$ cat src/pkg/gpio_bank_pkg.sv
// Operation
// - input-disable bit 1 turns input buffer off
// - slew bit 1 selects faster output edges
// - drive bit 1 halves output drive
// - pull-up bit 1 enables the pull-up
// - pull-down bit 1 enables the pull-down
// - open-drain bit 1 drives only low
// - polarity bit 1 inverts data versus pin
// - direction 0 output, 1 input, resets ones
// - data write sets output levels, resets ones
// - data read returns pin levels after inversion
// - mask bit 1 stops an input pin from interrupting, resets ones
// - two-bit sense field per pin, two registers
// - sense codes none, rising, falling, both
// - unmasked edge on an input pin sets pending bit, irq low
// - pending bits clear on write one
// - irq releases high once pending is empty
// - edge sets event bit; write one clears both
// - data read clears pending unless auto-clear off
package gpio_bank_pkg;

  // ----------------------------------------------------------------
  // register offsets
  // ----------------------------------------------------------------
  localparam logic [7:0] ADDR_INPUT_DISABLE = 8'h00;
  localparam logic [7:0] ADDR_SLEW = 8'h01;
  localparam logic [7:0] ADDR_DRIVE = 8'h02;
  localparam logic [7:0] ADDR_PULL_UP = 8'h03;
  localparam logic [7:0] ADDR_PULL_DOWN = 8'h04;
  localparam logic [7:0] ADDR_OPEN_DRAIN = 8'h05;
  localparam logic [7:0] ADDR_POLARITY = 8'h06;
  localparam logic [7:0] ADDR_DIRECTION = 8'h07;
  localparam logic [7:0] ADDR_DATA = 8'h08;
  localparam logic [7:0] ADDR_IRQ_MASK = 8'h09;
  localparam logic [7:0] ADDR_SENSE_UPPER = 8'h0A;
  localparam logic [7:0] ADDR_SENSE_LOWER = 8'h0B;
  localparam logic [7:0] ADDR_IRQ_PENDING = 8'h0C;
  localparam logic [7:0] ADDR_EVENT_STATUS = 8'h0D;
  localparam logic [7:0] ADDR_MISC = 8'h10;

  // ----------------------------------------------------------------
  // reset values and fields
  // ----------------------------------------------------------------
  localparam logic [7:0] RESET_ZERO = 8'h00;
  localparam logic [7:0] RESET_ONES = 8'hFF;
  localparam int MISC_AUTOCLEAR_OFF_BIT = 0;
  localparam int SENSE_WIDTH = 2;

  typedef enum logic [1:0] {
    SENSE_NONE = 2'b00,
    SENSE_RISING = 2'b01,
    SENSE_FALLING = 2'b10,
    SENSE_BOTH = 2'b11
  } sense_t;

  // ----------------------------------------------------------------
  // carriers
  // ----------------------------------------------------------------
  typedef struct packed {
    logic wr;
    logic rd;
    logic [7:0] addr;
    logic [7:0] wdata;
  } reg_req_t;

  typedef struct packed {
    logic [7:0] input_off;
    logic [7:0] fast_slew;
    logic [7:0] low_drive;
    logic [7:0] pull_up;
    logic [7:0] pull_down;
  } pad_cfg_t;

endpackage

$ cat src/rtl/gpio_bank_with_edge_interrupt.sv
`timescale 1ns/1ps
module gpio_bank_with_edge_interrupt
  import gpio_bank_pkg::*;
#(
  parameter int PIN_COUNT = 8
) (
  // clock and reset
  input wire logic clk_sys_in,
  input wire logic reset_in,
  // register port
  input wire gpio_bank_pkg::reg_req_t reg_req_in,
  output logic [7:0] reg_rdata_out,
  // pins
  input wire logic [PIN_COUNT-1:0] pin_in,
  output logic [PIN_COUNT-1:0] pin_out,
  output logic [PIN_COUNT-1:0] pin_oe_out,
  // pad configuration
  output gpio_bank_pkg::pad_cfg_t pad_cfg_out,
  // interrupt
  output logic irq_out_low
);

  // ----------------------------------------------------------------
  // parameter check
  // ----------------------------------------------------------------
  if (PIN_COUNT != 8)
  begin : g_bad_width
    $error("gpio bank supports exactly eight pins");
  end

  // ----------------------------------------------------------------
  // registers
  // ----------------------------------------------------------------
  logic [7:0] input_buffer_disable_reg;
  logic [7:0] output_slew_select_reg;
  logic [7:0] output_drive_reduce_reg;
  logic [7:0] pull_up_enable_reg;
  logic [7:0] pull_down_enable_reg;
  logic [7:0] open_drain_enable_reg;
  logic [7:0] polarity_invert_reg;
  logic [7:0] pin_direction_reg;
  logic [7:0] pin_data_reg;
  logic [7:0] irq_pin_mask_reg;
  logic [7:0] edge_select_upper_reg;
  logic [7:0] edge_select_lower_reg;
  logic [7:0] irq_pending_flags_reg;
  logic [7:0] irq_pending_flags_next;
  logic [7:0] edge_event_flags_reg;
  logic [7:0] edge_event_flags_next;
  logic [7:0] misc_settings_reg;
  logic [7:0] prev_view_reg;
  logic [7:0] rdata_reg;
  logic [7:0] rdata_next;
  logic [7:0] pin_out_reg;
  logic [7:0] pin_out_next;
  logic [7:0] pin_oe_reg;
  logic [7:0] pin_oe_next;
  pad_cfg_t pad_cfg_reg;
  pad_cfg_t pad_cfg_next;
  logic irq_low_reg;
  logic irq_low_next;

  // ----------------------------------------------------------------
  // decode
  // ----------------------------------------------------------------
  wire wr_en = reg_req_in.wr;
  wire rd_en = reg_req_in.rd;
  wire [7:0] addr = reg_req_in.addr;
  wire [7:0] wdata = reg_req_in.wdata;
  wire wr_pending = wr_en && (addr == ADDR_IRQ_PENDING);
  wire wr_event = wr_en && (addr == ADDR_EVENT_STATUS);
  wire rd_data = rd_en && (addr == ADDR_DATA);
  wire autoclear_on = ~misc_settings_reg[MISC_AUTOCLEAR_OFF_BIT];
  wire rd_clear = rd_data && autoclear_on;

  // ----------------------------------------------------------------
  // pin input path
  // ----------------------------------------------------------------
  wire [7:0] pin_sync;
  wire [7:0] pin_seen = pin_sync & ~input_buffer_disable_reg;
  wire [7:0] data_view = pin_seen ^ polarity_invert_reg;

  gpio_pin_sync #(
    .WIDTH(PIN_COUNT)
  ) u_pin_sync (
    .clk_sys_in(clk_sys_in),
    .reset_in(reset_in),
    .level_in(pin_in),
    .level_out(pin_sync)
  );

  // ----------------------------------------------------------------
  // edge detection per pin
  // ----------------------------------------------------------------
  wire [15:0] sense_all = {edge_select_upper_reg, edge_select_lower_reg};
  wire [7:0] rise = data_view & ~prev_view_reg;
  wire [7:0] fall = ~data_view & prev_view_reg;
  logic [7:0] edge_hit;

  for (genvar i = 0; i < PIN_COUNT; i++)
  begin : g_edge
    wire sense_t sel = sense_t'(sense_all[SENSE_WIDTH*i +: SENSE_WIDTH]);
    assign edge_hit[i] = ((sel == SENSE_RISING) && rise[i]) ||
                         ((sel == SENSE_FALLING) && fall[i]) ||
                         ((sel == SENSE_BOTH) && (rise[i] || fall[i]));
  end

  // unmasked input pins only
  wire [7:0] pend_set = edge_hit & ~irq_pin_mask_reg & pin_direction_reg;

  // set wins over any clear
  assign irq_pending_flags_next = pend_set |
    (rd_clear ? RESET_ZERO :
     irq_pending_flags_reg & ~(wr_pending ? wdata : RESET_ZERO) &
     ~(wr_event ? wdata : RESET_ZERO));
  assign edge_event_flags_next = edge_hit |
    (edge_event_flags_reg & ~(wr_event ? wdata : RESET_ZERO));
  assign irq_low_next = (irq_pending_flags_next == RESET_ZERO);

  // ----------------------------------------------------------------
  // pin output path
  // ----------------------------------------------------------------
  wire [7:0] drive_level = pin_data_reg ^ polarity_invert_reg;
  wire [7:0] is_output = ~pin_direction_reg;
  // open drain only ever pulls low
  assign pin_out_next = drive_level & ~open_drain_enable_reg;
  assign pin_oe_next = is_output &
    (~open_drain_enable_reg | ~drive_level);

  assign pad_cfg_next.input_off = input_buffer_disable_reg;
  assign pad_cfg_next.fast_slew = output_slew_select_reg & is_output;
  assign pad_cfg_next.low_drive = output_drive_reduce_reg & is_output;
  assign pad_cfg_next.pull_up = pull_up_enable_reg;
  assign pad_cfg_next.pull_down = pull_down_enable_reg;

  // ----------------------------------------------------------------
  // read mux
  // ----------------------------------------------------------------
  assign rdata_next = !rd_en ? rdata_reg :
    (addr == ADDR_INPUT_DISABLE) ? input_buffer_disable_reg :
    (addr == ADDR_SLEW) ? output_slew_select_reg :
    (addr == ADDR_DRIVE) ? output_drive_reduce_reg :
    (addr == ADDR_PULL_UP) ? pull_up_enable_reg :
    (addr == ADDR_PULL_DOWN) ? pull_down_enable_reg :
    (addr == ADDR_OPEN_DRAIN) ? open_drain_enable_reg :
    (addr == ADDR_POLARITY) ? polarity_invert_reg :
    (addr == ADDR_DIRECTION) ? pin_direction_reg :
    (addr == ADDR_DATA) ? data_view :
    (addr == ADDR_IRQ_MASK) ? irq_pin_mask_reg :
    (addr == ADDR_SENSE_UPPER) ? edge_select_upper_reg :
    (addr == ADDR_SENSE_LOWER) ? edge_select_lower_reg :
    (addr == ADDR_IRQ_PENDING) ? irq_pending_flags_reg :
    (addr == ADDR_EVENT_STATUS) ? edge_event_flags_reg :
    (addr == ADDR_MISC) ? misc_settings_reg : RESET_ZERO;

  // ----------------------------------------------------------------
  // configuration writes
  // ----------------------------------------------------------------
  always_ff @(posedge clk_sys_in)
  begin
    if (reset_in)
    begin
      input_buffer_disable_reg <= RESET_ZERO;
      output_slew_select_reg <= RESET_ZERO;
      output_drive_reduce_reg <= RESET_ZERO;
      pull_up_enable_reg <= RESET_ZERO;
      pull_down_enable_reg <= RESET_ZERO;
      open_drain_enable_reg <= RESET_ZERO;
      polarity_invert_reg <= RESET_ZERO;
      pin_direction_reg <= RESET_ONES;
      pin_data_reg <= RESET_ONES;
      irq_pin_mask_reg <= RESET_ONES;
      edge_select_upper_reg <= RESET_ZERO;
      edge_select_lower_reg <= RESET_ZERO;
      misc_settings_reg <= RESET_ZERO;
    end
    else if (wr_en)
    begin
      case (addr)
        ADDR_INPUT_DISABLE: input_buffer_disable_reg <= wdata;
        ADDR_SLEW: output_slew_select_reg <= wdata;
        ADDR_DRIVE: output_drive_reduce_reg <= wdata;
        ADDR_PULL_UP: pull_up_enable_reg <= wdata;
        ADDR_PULL_DOWN: pull_down_enable_reg <= wdata;
        ADDR_OPEN_DRAIN: open_drain_enable_reg <= wdata;
        ADDR_POLARITY: polarity_invert_reg <= wdata;
        ADDR_DIRECTION: pin_direction_reg <= wdata;
        ADDR_DATA: pin_data_reg <= wdata;
        ADDR_IRQ_MASK: irq_pin_mask_reg <= wdata;
        ADDR_SENSE_UPPER: edge_select_upper_reg <= wdata;
        ADDR_SENSE_LOWER: edge_select_lower_reg <= wdata;
        ADDR_MISC: misc_settings_reg <= wdata;
        default: ;
      endcase
    end
  end

  // ----------------------------------------------------------------
  // status and output flops
  // ----------------------------------------------------------------
  always_ff @(posedge clk_sys_in)
  begin
    if (reset_in)
    begin
      irq_pending_flags_reg <= RESET_ZERO;
      edge_event_flags_reg <= RESET_ZERO;
      prev_view_reg <= RESET_ZERO;
      rdata_reg <= RESET_ZERO;
      pin_out_reg <= RESET_ZERO;
      pin_oe_reg <= RESET_ZERO;
      pad_cfg_reg <= '0;
      irq_low_reg <= 1'b1;
    end
    else
    begin
      irq_pending_flags_reg <= irq_pending_flags_next;
      edge_event_flags_reg <= edge_event_flags_next;
      prev_view_reg <= data_view;
      rdata_reg <= rdata_next;
      pin_out_reg <= pin_out_next;
      pin_oe_reg <= pin_oe_next;
      pad_cfg_reg <= pad_cfg_next;
      irq_low_reg <= irq_low_next;
    end
  end

  assign reg_rdata_out = rdata_reg;
  assign pin_out = pin_out_reg;
  assign pin_oe_out = pin_oe_reg;
  assign pad_cfg_out = pad_cfg_reg;
  assign irq_out_low = irq_low_reg;

  // ----------------------------------------------------------------
  // assertions
  // ----------------------------------------------------------------
  input_off_view_a: assert property (@(posedge clk_sys_in) disable iff
    (reset_in) input_buffer_disable_reg[0] |->
    data_view[0] == polarity_invert_reg[0])
    else $error("disabled input buffer leaks pin level");

  slew_out_a: assert property (@(posedge clk_sys_in) disable iff (reset_in)
    pin_direction_reg[0] |=> !pad_cfg_out.fast_slew[0])
    else $error("fast slew shown on input pin");

  open_drain_a: assert property (@(posedge clk_sys_in) disable iff
    (reset_in) (open_drain_enable_reg[0] && !pin_direction_reg[0]) |=>
    (!pin_out[0] && pin_oe_out[0] == $past(!drive_level[0])))
    else $error("open drain pin drives high");

  push_pull_a: assert property (@(posedge clk_sys_in) disable iff
    (reset_in) (!open_drain_enable_reg[0] && !pin_direction_reg[0]) |=>
    (pin_oe_out[0] && pin_out[0] == $past(drive_level[0])))
    else $error("push pull output wrong level");

  input_float_a: assert property (@(posedge clk_sys_in) disable iff
    (reset_in) pin_direction_reg[0] |=> !pin_oe_out[0])
    else $error("input pin is driven");

  data_read_a: assert property (@(posedge clk_sys_in) disable iff
    (reset_in) rd_data |=> reg_rdata_out == $past(data_view))
    else $error("data read not pin view");

  mask_block_a: assert property (@(posedge clk_sys_in) disable iff
    (reset_in) (irq_pin_mask_reg == RESET_ONES) |->
    pend_set == RESET_ZERO)
    else $error("masked pin raised pending");

  pend_set_a: assert property (@(posedge clk_sys_in) disable iff (reset_in)
    (pend_set != RESET_ZERO) |=> (!irq_out_low &&
    (irq_pending_flags_reg & $past(pend_set)) == $past(pend_set)))
    else $error("edge did not raise pending");

  w1c_clear_a: assert property (@(posedge clk_sys_in) disable iff
    (reset_in) (wr_pending && wdata == RESET_ONES &&
    pend_set == RESET_ZERO) |=> irq_pending_flags_reg == RESET_ZERO)
    else $error("write one did not clear pending");

  irq_release_a: assert property (@(posedge clk_sys_in) disable iff
    (reset_in) irq_out_low == (irq_pending_flags_reg == RESET_ZERO))
    else $error("irq level disagrees with pending");

  event_set_a: assert property (@(posedge clk_sys_in) disable iff
    (reset_in) (edge_hit != RESET_ZERO) |=>
    (edge_event_flags_reg & $past(edge_hit)) == $past(edge_hit))
    else $error("edge not recorded in event flags");

  auto_clear_a: assert property (@(posedge clk_sys_in) disable iff
    (reset_in) (rd_data && autoclear_on && pend_set == RESET_ZERO) |=>
    irq_pending_flags_reg == RESET_ZERO)
    else $error("data read did not clear pending");

endmodule

$ cat src/rtl/gpio_pin_sync.sv
`timescale 1ns/1ps
module gpio_pin_sync #(
  parameter int WIDTH = 8
) (
  // clock and reset
  input wire logic clk_sys_in,
  input wire logic reset_in,
  // levels
  input wire logic [WIDTH-1:0] level_in,
  output logic [WIDTH-1:0] level_out
);
  logic [WIDTH-1:0] stage1_reg;
  logic [WIDTH-1:0] stage2_reg;

  // ----------------------------------------------------------------
  // two-flop synchroniser per bit
  // ----------------------------------------------------------------
  always_ff @(posedge clk_sys_in)
  begin
    if (reset_in)
    begin
      stage1_reg <= '0;
      stage2_reg <= '0;
    end
    else
    begin
      stage1_reg <= level_in;
      stage2_reg <= stage1_reg;
    end
  end

  assign level_out = stage2_reg;
endmodule

$ cat config.mk
export PLATFORM = sky130hd
export DESIGN_NAME = gpio_bank_with_edge_interrupt
export DESIGN_NICKNAME = d
export VERILOG_FILES = /design/src/pkg/gpio_bank_pkg.sv /design/src/rtl/gpio_bank_with_edge_interrupt.sv /design/src/rtl/gpio_pin_sync.sv
export SDC_FILE = /design/constraint.sdc
export NUM_CORES = 1
export LEC_CHECK = 0
export BUFFER_PORTS_ARGS = -buffer_cell sky130_fd_sc_hd__buf_2
export CAP_MARGIN = 30
export CORE_AREA = 5 5 143 159
export CTS_CLUSTER_DIAMETER = 40
export DETAILED_ROUTE_END_ITERATION = 12
export DIE_AREA = 0 0 148 164
export PLACE_DENSITY = 0.66
export SYNTH_ARGS = -nofsm -noshare
export SYNTH_HDL_FRONTEND = slang
export SYNTH_SLANG_ARGS = --single-unit
$ cat constraint.sdc
create_clock -name clk_sys_in -period 2.89 [get_ports clk_sys_in]
set_input_delay 0.4335 -clock clk_sys_in [delete_from_list [all_inputs] [get_ports clk_sys_in]]
set_output_delay 0.4335 -clock clk_sys_in [all_outputs]
set_load 0.05 [all_outputs]
==> results of run 1 <==
## power groups by stage
stage               clock (mW)  sequential [mW]  combinational (mW)
finish                    3.77             2.92               0.400
global route              3.93             2.92               0.425
CTS                       3.80             2.92               0.395
detailed placement           0             2.98               0.393
global placement             0             2.98               0.391
floorplan                    0             3.02               0.207
## per-layer routing
metal | up-vias | part of all wire (%) | track usage (%)
met2 | 339 | 46 | 40.37
met1 | 3730 | 43 | 32.40
met4 | 0 | 3.5 | 8.904
met3 | 69 | 7.5 | 3.642
li1 | 3745 | - | -
met5 | - | 0 | 0
## worst paths after layout
check                           cells past startpoint                        to  slack (ns)                        start
worst max-delay path                               10               irq_out_low        0.35  input_buffer_disable_reg[2]
worst min-delay path                                2  u_pin_sync.stage1_reg[4]        0.12                    pin_in[4]
worst min register to register                      1   u_pin_sync.level_out[4]        0.44     u_pin_sync.stage1_reg[4]
worst max register to register                     10               irq_out_low        0.35  input_buffer_disable_reg[2]
## through the flow
| step | instance area [µm²] | util [%] | std cells | power, mW |
|---|---|---|---|---|
| after floorplan | 9001 | - | 1026 | 3.223 |
| after global placement | 9818 | 46.86 | 1350 | 3.373 |
| after detailed placement | 9818 | 46.86 | 1350 | 3.375 |
| after CTS | 10840 | 51.76 | 1399 | 7.113 |
| after global routing | 10840 | 51.76 | 1399 | 7.278 |
| final | 10850 | 51.79 | 1401 | 7.088 |
## kinds of logic (layout without fill, tap and decap cells)
logic type               after synthesis  count (layout)  share of synthesized area [%]
AND/OR/NAND/NOR                      406             406                          22.87
AO/OA/AOI/OAI                        217             217                          14.93
flip-flops                           209             209                          46.48
buffers and inverters                 98             210                          4.476
multiplexers                          64              64                          7.465
adder cells (fa/ha/maj)               16              16                          2.224
XOR/XNOR                              16              16                          1.557
other                                  0               2                              0
## final cells by class
type / count / area [µm²] / share of cell area, %
inverters: 31 / 116.4 / 1.073
clock buffers: 31 / 710.7 / 6.551
clock inverters: 18 / 315.3 / 2.906
multi-input cells: 719 / 4414 / 40.69
flip-flops and latches: 209 / 4184 / 38.57
well taps: 261 / 326.6 / 3.010
repair buffers: 130 / 777.0 / 7.162
diodes: 2 / 5.005 / 0.04613
## Yosys cell counts, types with 11 or more instances
master / instances
inv_1: 30
nor2b_1: 64
clkbuf_1: 53
dfxtp_1: 209
o21ai_0: 45
nor3_1: 27
ha_1: 16
xnor2_1: 16
nand2b_1: 14
nor2_1: 119
a21boi_0: 11
nand3_1: 23
a21oi_1: 75
nand2_1: 84
o211ai_1: 21
mux2i_1: 57
nor3b_1: 21
## layout by cell type (no fill, tap or decap), types with 6 or more instances in the layout
cell	synthesis	layout
dfxtp_1	209	209
nor2_1	119	119
buf_2	3	91
nand2_1	84	84
a21oi_1	75	75
nor2b_1	64	64
mux2i_1	57	57
o21ai_0	45	45
buf_4	0	36
inv_1	30	30
nor3_1	27	27
clkbuf_16	0	27
nand3_1	23	23
nor3b_1	21	21
o211ai_1	21	21
xnor2_1	16	16
ha_1	16	16
nand2b_1	14	14
a21boi_0	11	11
a31oi_1	10	10
a211oi_1	8	8
o22ai_1	8	8
nor2_2	7	7
bufinv_16	0	7
and3_1	6	6
a22oi_1	6	6
==> flow_summary.json, run 1 <==
{
  "rsz0062_at_grt": "false",
  "path_cells": "nor2b_1 > xnor2_1 > inv_1 > ha_1 > or2_2 > a31oi_1 > nor3b_1 > a2111oi_0 > nand4_1 > o21ai_1",
  "tns_ns": 0,
  "dr.first_iter.drc_count": 785,
  "antenna_found_initial": 1,
  "ir_drop_mv": 0.4165,
  "finalHoldViolations": 0,
  "slowest_delay_ns": 0.38,
  "root_buffer": "clkbuf_16",
  "wl_per_cell_um": 21.61,
  "syn-instance-count": 1026,
  "cp_slowest_cell": "a2111oi_0",
  "switchingPower_mw": 1.643,
  "clk_latency_ns": 0.52,
  "syn_area_mm2": 0.009001,
  "vias": 7883,
  "grtUsageTotal_pct": 24.36,
  "hold_path_class": "input pin to register",
  "p_clk_share_pct": 53.2,
  "ios": 93,
  "core_mm2": 0.02095,
  "worst_pin_slew_ns": 0.5782,
  "cts_setup_buffers": 0,
  "internal_power_mw": 5.444,
  "hold_buffers": 0,
  "dpl_worst_slack_ns": 0.1563,
  "largest_reg_flops": 40,
  "cp_top_family": "simple AND/OR/NAND/NOR gates",
  "startpoint_type": "register",
  "drtPass1Iterations": 6,
  "die_w_um": 148,
  "skew_ns": 0.01441,
  "grt_max_degree": 96,
  "synth_edf_count": 0,
  "remaining_drc_errors": 0,
  "io_buffer_count": 92,
  "synthFlopType": "dfxtp_1",
  "antenna_left": 0,
  "path_buf_inv": 1,
  "fin_ws_ns": 0.3488,
  "htreeDepth": 1,
  "viasPerCell": 5.627,
  "hold_slack_ns": 0.1241,
  "cp.arrival_ns": 2.99,
  "p_per_area_mw_per_mm2": 653.3,
  "start_util_pct": 42.96,
  "slew-limit-headroom_pct": 61.05,
  "cts.clk_slew.worst_paths_ns": 0.06,
  "cp.required_ns": 3.34,
  "n_fill_cell": 1983,
  "place.gp.congestion": 1.029,
  "syn_nets": 1070,
  "rows": 56,
  "setup_viol": 0,
  "ys_types": 69,
  "ys_ff_latch": 209,
  "fin_crit_ns": 2.541,
  "cts_sinks": 209,
  "grt_pass1_wl_mm": 45.56,
  "clockBufferDepth": 3,
  "yosysTopAreaCellShare_pct": 46.48,
  "routed_wl_mm": 30.28,
  "period_share_pct": 87.93,
  "synthTopCellsByArea": "dfxtp_1 46%, mux2i_1 6.3%, nor2_1 5.0%, nor2b_1 4.4%, a21oi_1 4.2%",
  "cts_tree": "done",
  "power_frac_comb_pct": 5.6,
  "crit_fanout": 4,
  "cp-end-kind": "register",
  "yosysTopAreaCell": "dfxtp_1",
  "cts-resized-gates": 0,
  "synth-seq-area-share_pct": 46.48,
  "maxSlewViolCount": 0,
  "async_flop_share_pct": 0,
  "syn_area_per_cell_um2": 8.773,
  "p_leak_nw": 4.501,
  "grt_overflow": 0,
  "grt_pass1_vias": 7462,
  "nets": 1162,
  "dpl.hpwl_mm": 21.83,
  "fmax_mhz": 393.5,
  "design.die.area_mm2": 0.02427,
  "p_seq_share_pct": 41.2,
  "status": "finished clean",
  "yosysWarningCount": 0,
  "area_growth_pct": 20.53,
  "switching_share_pct": 23.19,
  "drive_gt1_share_pct": 18.45,
  "numCtsBuffers": 27,
  "cap_violations": 0,
  "die_h_um": 164,
  "critical_path_class": "register to register"
}
Power figures use the tool's default switching activity.
==> run 2, diff against run 1 <==
CTS_BUF_LIST = sky130_fd_sc_hd__clkbuf_4 sky130_fd_sc_hd__clkbuf_8 sky130_fd_sc_hd__clkbuf_16   (was default)
==> run 2 against run 1 <==
  * Non-clock buffer count unchanged
  * Clock skew rose by 0.0029 ns
  * Core utilization about the same
  * Sequential share of layout area about the same
  * Clock power barely moved
  * Maximum frequency grew 0.27%
  * Combinational power barely moved
  * Register-to-register slack barely moved
  * Setup slack improved by 0.0067 ns
  * Cell count decreased by 0.14%
  * Global-route usage barely moved
  * Worst hold slack improved by 0.0023 ns
  * Highest routed layer unchanged
==> flow_summary.json, run 2 (synthesis results as in run 1) <==
{
  "antenna_found_initial": 1,
  "hold_path_class": "input pin to register",
  "start_util_pct": 42.96,
  "p_seq_share_pct": 41.1,
  "vias": 7843,
  "startpoint_type": "register",
  "die_w_um": 148,
  "skew_ns": 0.01732,
  "design.die.area_mm2": 0.02427,
  "cts.clk_slew.worst_paths_ns": 0.06,
  "cts-resized-gates": 0,
  "critical_path_class": "register to register",
  "power_frac_comb_pct": 5.6,
  "core_mm2": 0.02095,
  "grt_max_degree": 96,
  "root_buffer": "clkbuf_16",
  "routed_wl_mm": 30.31,
  "cap_violations": 0,
  "cp.required_ns": 3.34,
  "p_leak_nw": 4.508,
  "ir_drop_mv": 0.4168,
  "area_growth_pct": 20.56,
  "slew-limit-headroom_pct": 60.94,
  "switchingPower_mw": 1.642,
  "hold_buffers": 0,
  "drive_gt1_share_pct": 18.63,
  "switching_share_pct": 23.11,
  "grtUsageTotal_pct": 24.38,
  "rows": 56,
  "period_share_pct": 87.70,
  "dpl.hpwl_mm": 21.83,
  "p_per_area_mw_per_mm2": 654.7,
  "cts_setup_buffers": 0,
  "cts_tree": "done",
  "nets": 1162,
  "crit_fanout": 4,
  "layout_common_cells": "209 x dfxtp_1, 119 x nor2_1, 91 x buf_2, 84 x nand2_1, 75 x a21oi_1",
  "wl_per_cell_um": 21.67,
  "p_clk_share_pct": 53.3,
  "remaining_drc_errors": 0,
  "numCtsBuffers": 27,
  "fmax_mhz": 394.6,
  "fin_crit_ns": 2.534,
  "maxSlewViolCount": 0,
  "worst_pin_slew_ns": 0.5798,
  "tns_ns": 0,
  "status": "finished clean",
  "layout_commonest_cell": "dfxtp_1",
  "diodes": 0,
  "clk_latency_ns": 0.52,
  "largest_reg_flops": 40,
  "io_buffer_count": 92,
  "dr.first_iter.drc_count": 776,
  "die_h_um": 164,
  "antenna_left": 0,
  "grt_pass1_wl_mm": 45.60,
  "rsz0062_at_grt": "false",
  "cp-end-kind": "register",
  "clockBufferDepth": 3,
  "drtPass1Iterations": 8,
  "htreeDepth": 1,
  "grt_pass1_vias": 7463,
  "cp.arrival_ns": 2.99,
  "grt_overflow": 0,
  "ios": 93,
  "cts_sinks": 209,
  "setup_viol": 0,
  "internal_power_mw": 5.463,
  "final_util_pct": 51.80,
  "finalHoldViolations": 0,
  "place.gp.congestion": 1.029,
  "viasPerCell": 5.606
}
run 2: cell count changes in the layout (fill, tap and decap cells not counted):
cell / previous run / this run
clkbuf_1: 2 / 0
clkbuf_4: 0 / 2
diode_2: 2 / 0
run 2: final timing paths:
path,slack [ns],endpoint,startpoint,cells past startpoint
worst max register to register,0.36,irq_out_low,input_buffer_disable_reg[2],10
worst min-delay path,0.13,u_pin_sync.stage1_reg[4],pin_in[4],2
worst max-delay path,0.36,irq_out_low,input_buffer_disable_reg[2],10
worst min register to register,0.44,u_pin_sync.level_out[4],u_pin_sync.stage1_reg[4],1
run 2: area by class of cell:
cell class	instances	area (µm²)
well taps	261	326.6
flip-flops and latches	209	4184
fillers	1979	10100
multi-input cells	719	4414
clock inverters	18	315.3
clock buffers	31	718.2
repair buffers	130	777.0
inverters	31	116.4
run 2: metrics by stage:
stage | total power, mW | setup slack, ns | instances | instance area [µm²] | hold slack, ns
after floorplan | 3.223 | 0.5614 | 1026 | 9001 | 0.4138
after global placement | 3.373 | 0.09574 | 1350 | 9818 | 0.4225
after detailed placement | 3.375 | 0.1563 | 1350 | 9818 | 0.4212
after CTS | 7.132 | 0.3981 | 1399 | 10850 | 0.1196
after global routing | 7.298 | 0.06505 | 1399 | 10850 | 0.1326
final | 7.105 | 0.3556 | 1399 | 10850 | 0.1264
run 2: power by group through the flow:
stage | clock (mW) | combinational [mW] | sequential [mW]
after floorplan | 0 | 0.207 | 3.02
after global placement | 0 | 0.391 | 2.98
after detailed placement | 0 | 0.393 | 2.98
after CTS | 3.82 | 0.395 | 2.92
after global routing | 3.95 | 0.425 | 2.92
final | 3.79 | 0.400 | 2.92
run 2: layer usage:
metal | up-vias | GRT usage (%) | part of all wire (%)
met5 | - | 0 | 0
met4 | 0 | 9.114 | 3.6
met2 | 319 | 40.37 | 47
met3 | 74 | 3.670 | 6.7
met1 | 3713 | 32.37 | 43
li1 | 3737 | - | -
run 2: critical path, stage by stage (launching register included):
cell and delay, ns:
dfxtp_1 0.37, nor2b_1 0.32, xnor2_1 0.23, inv_1 0.11
ha_1 0.19, or2_2 0.27, a31oi_1 0.23, nor3b_1 0.11
a2111oi_0 0.38, nand4_1 0.14, o21ai_1 0.13
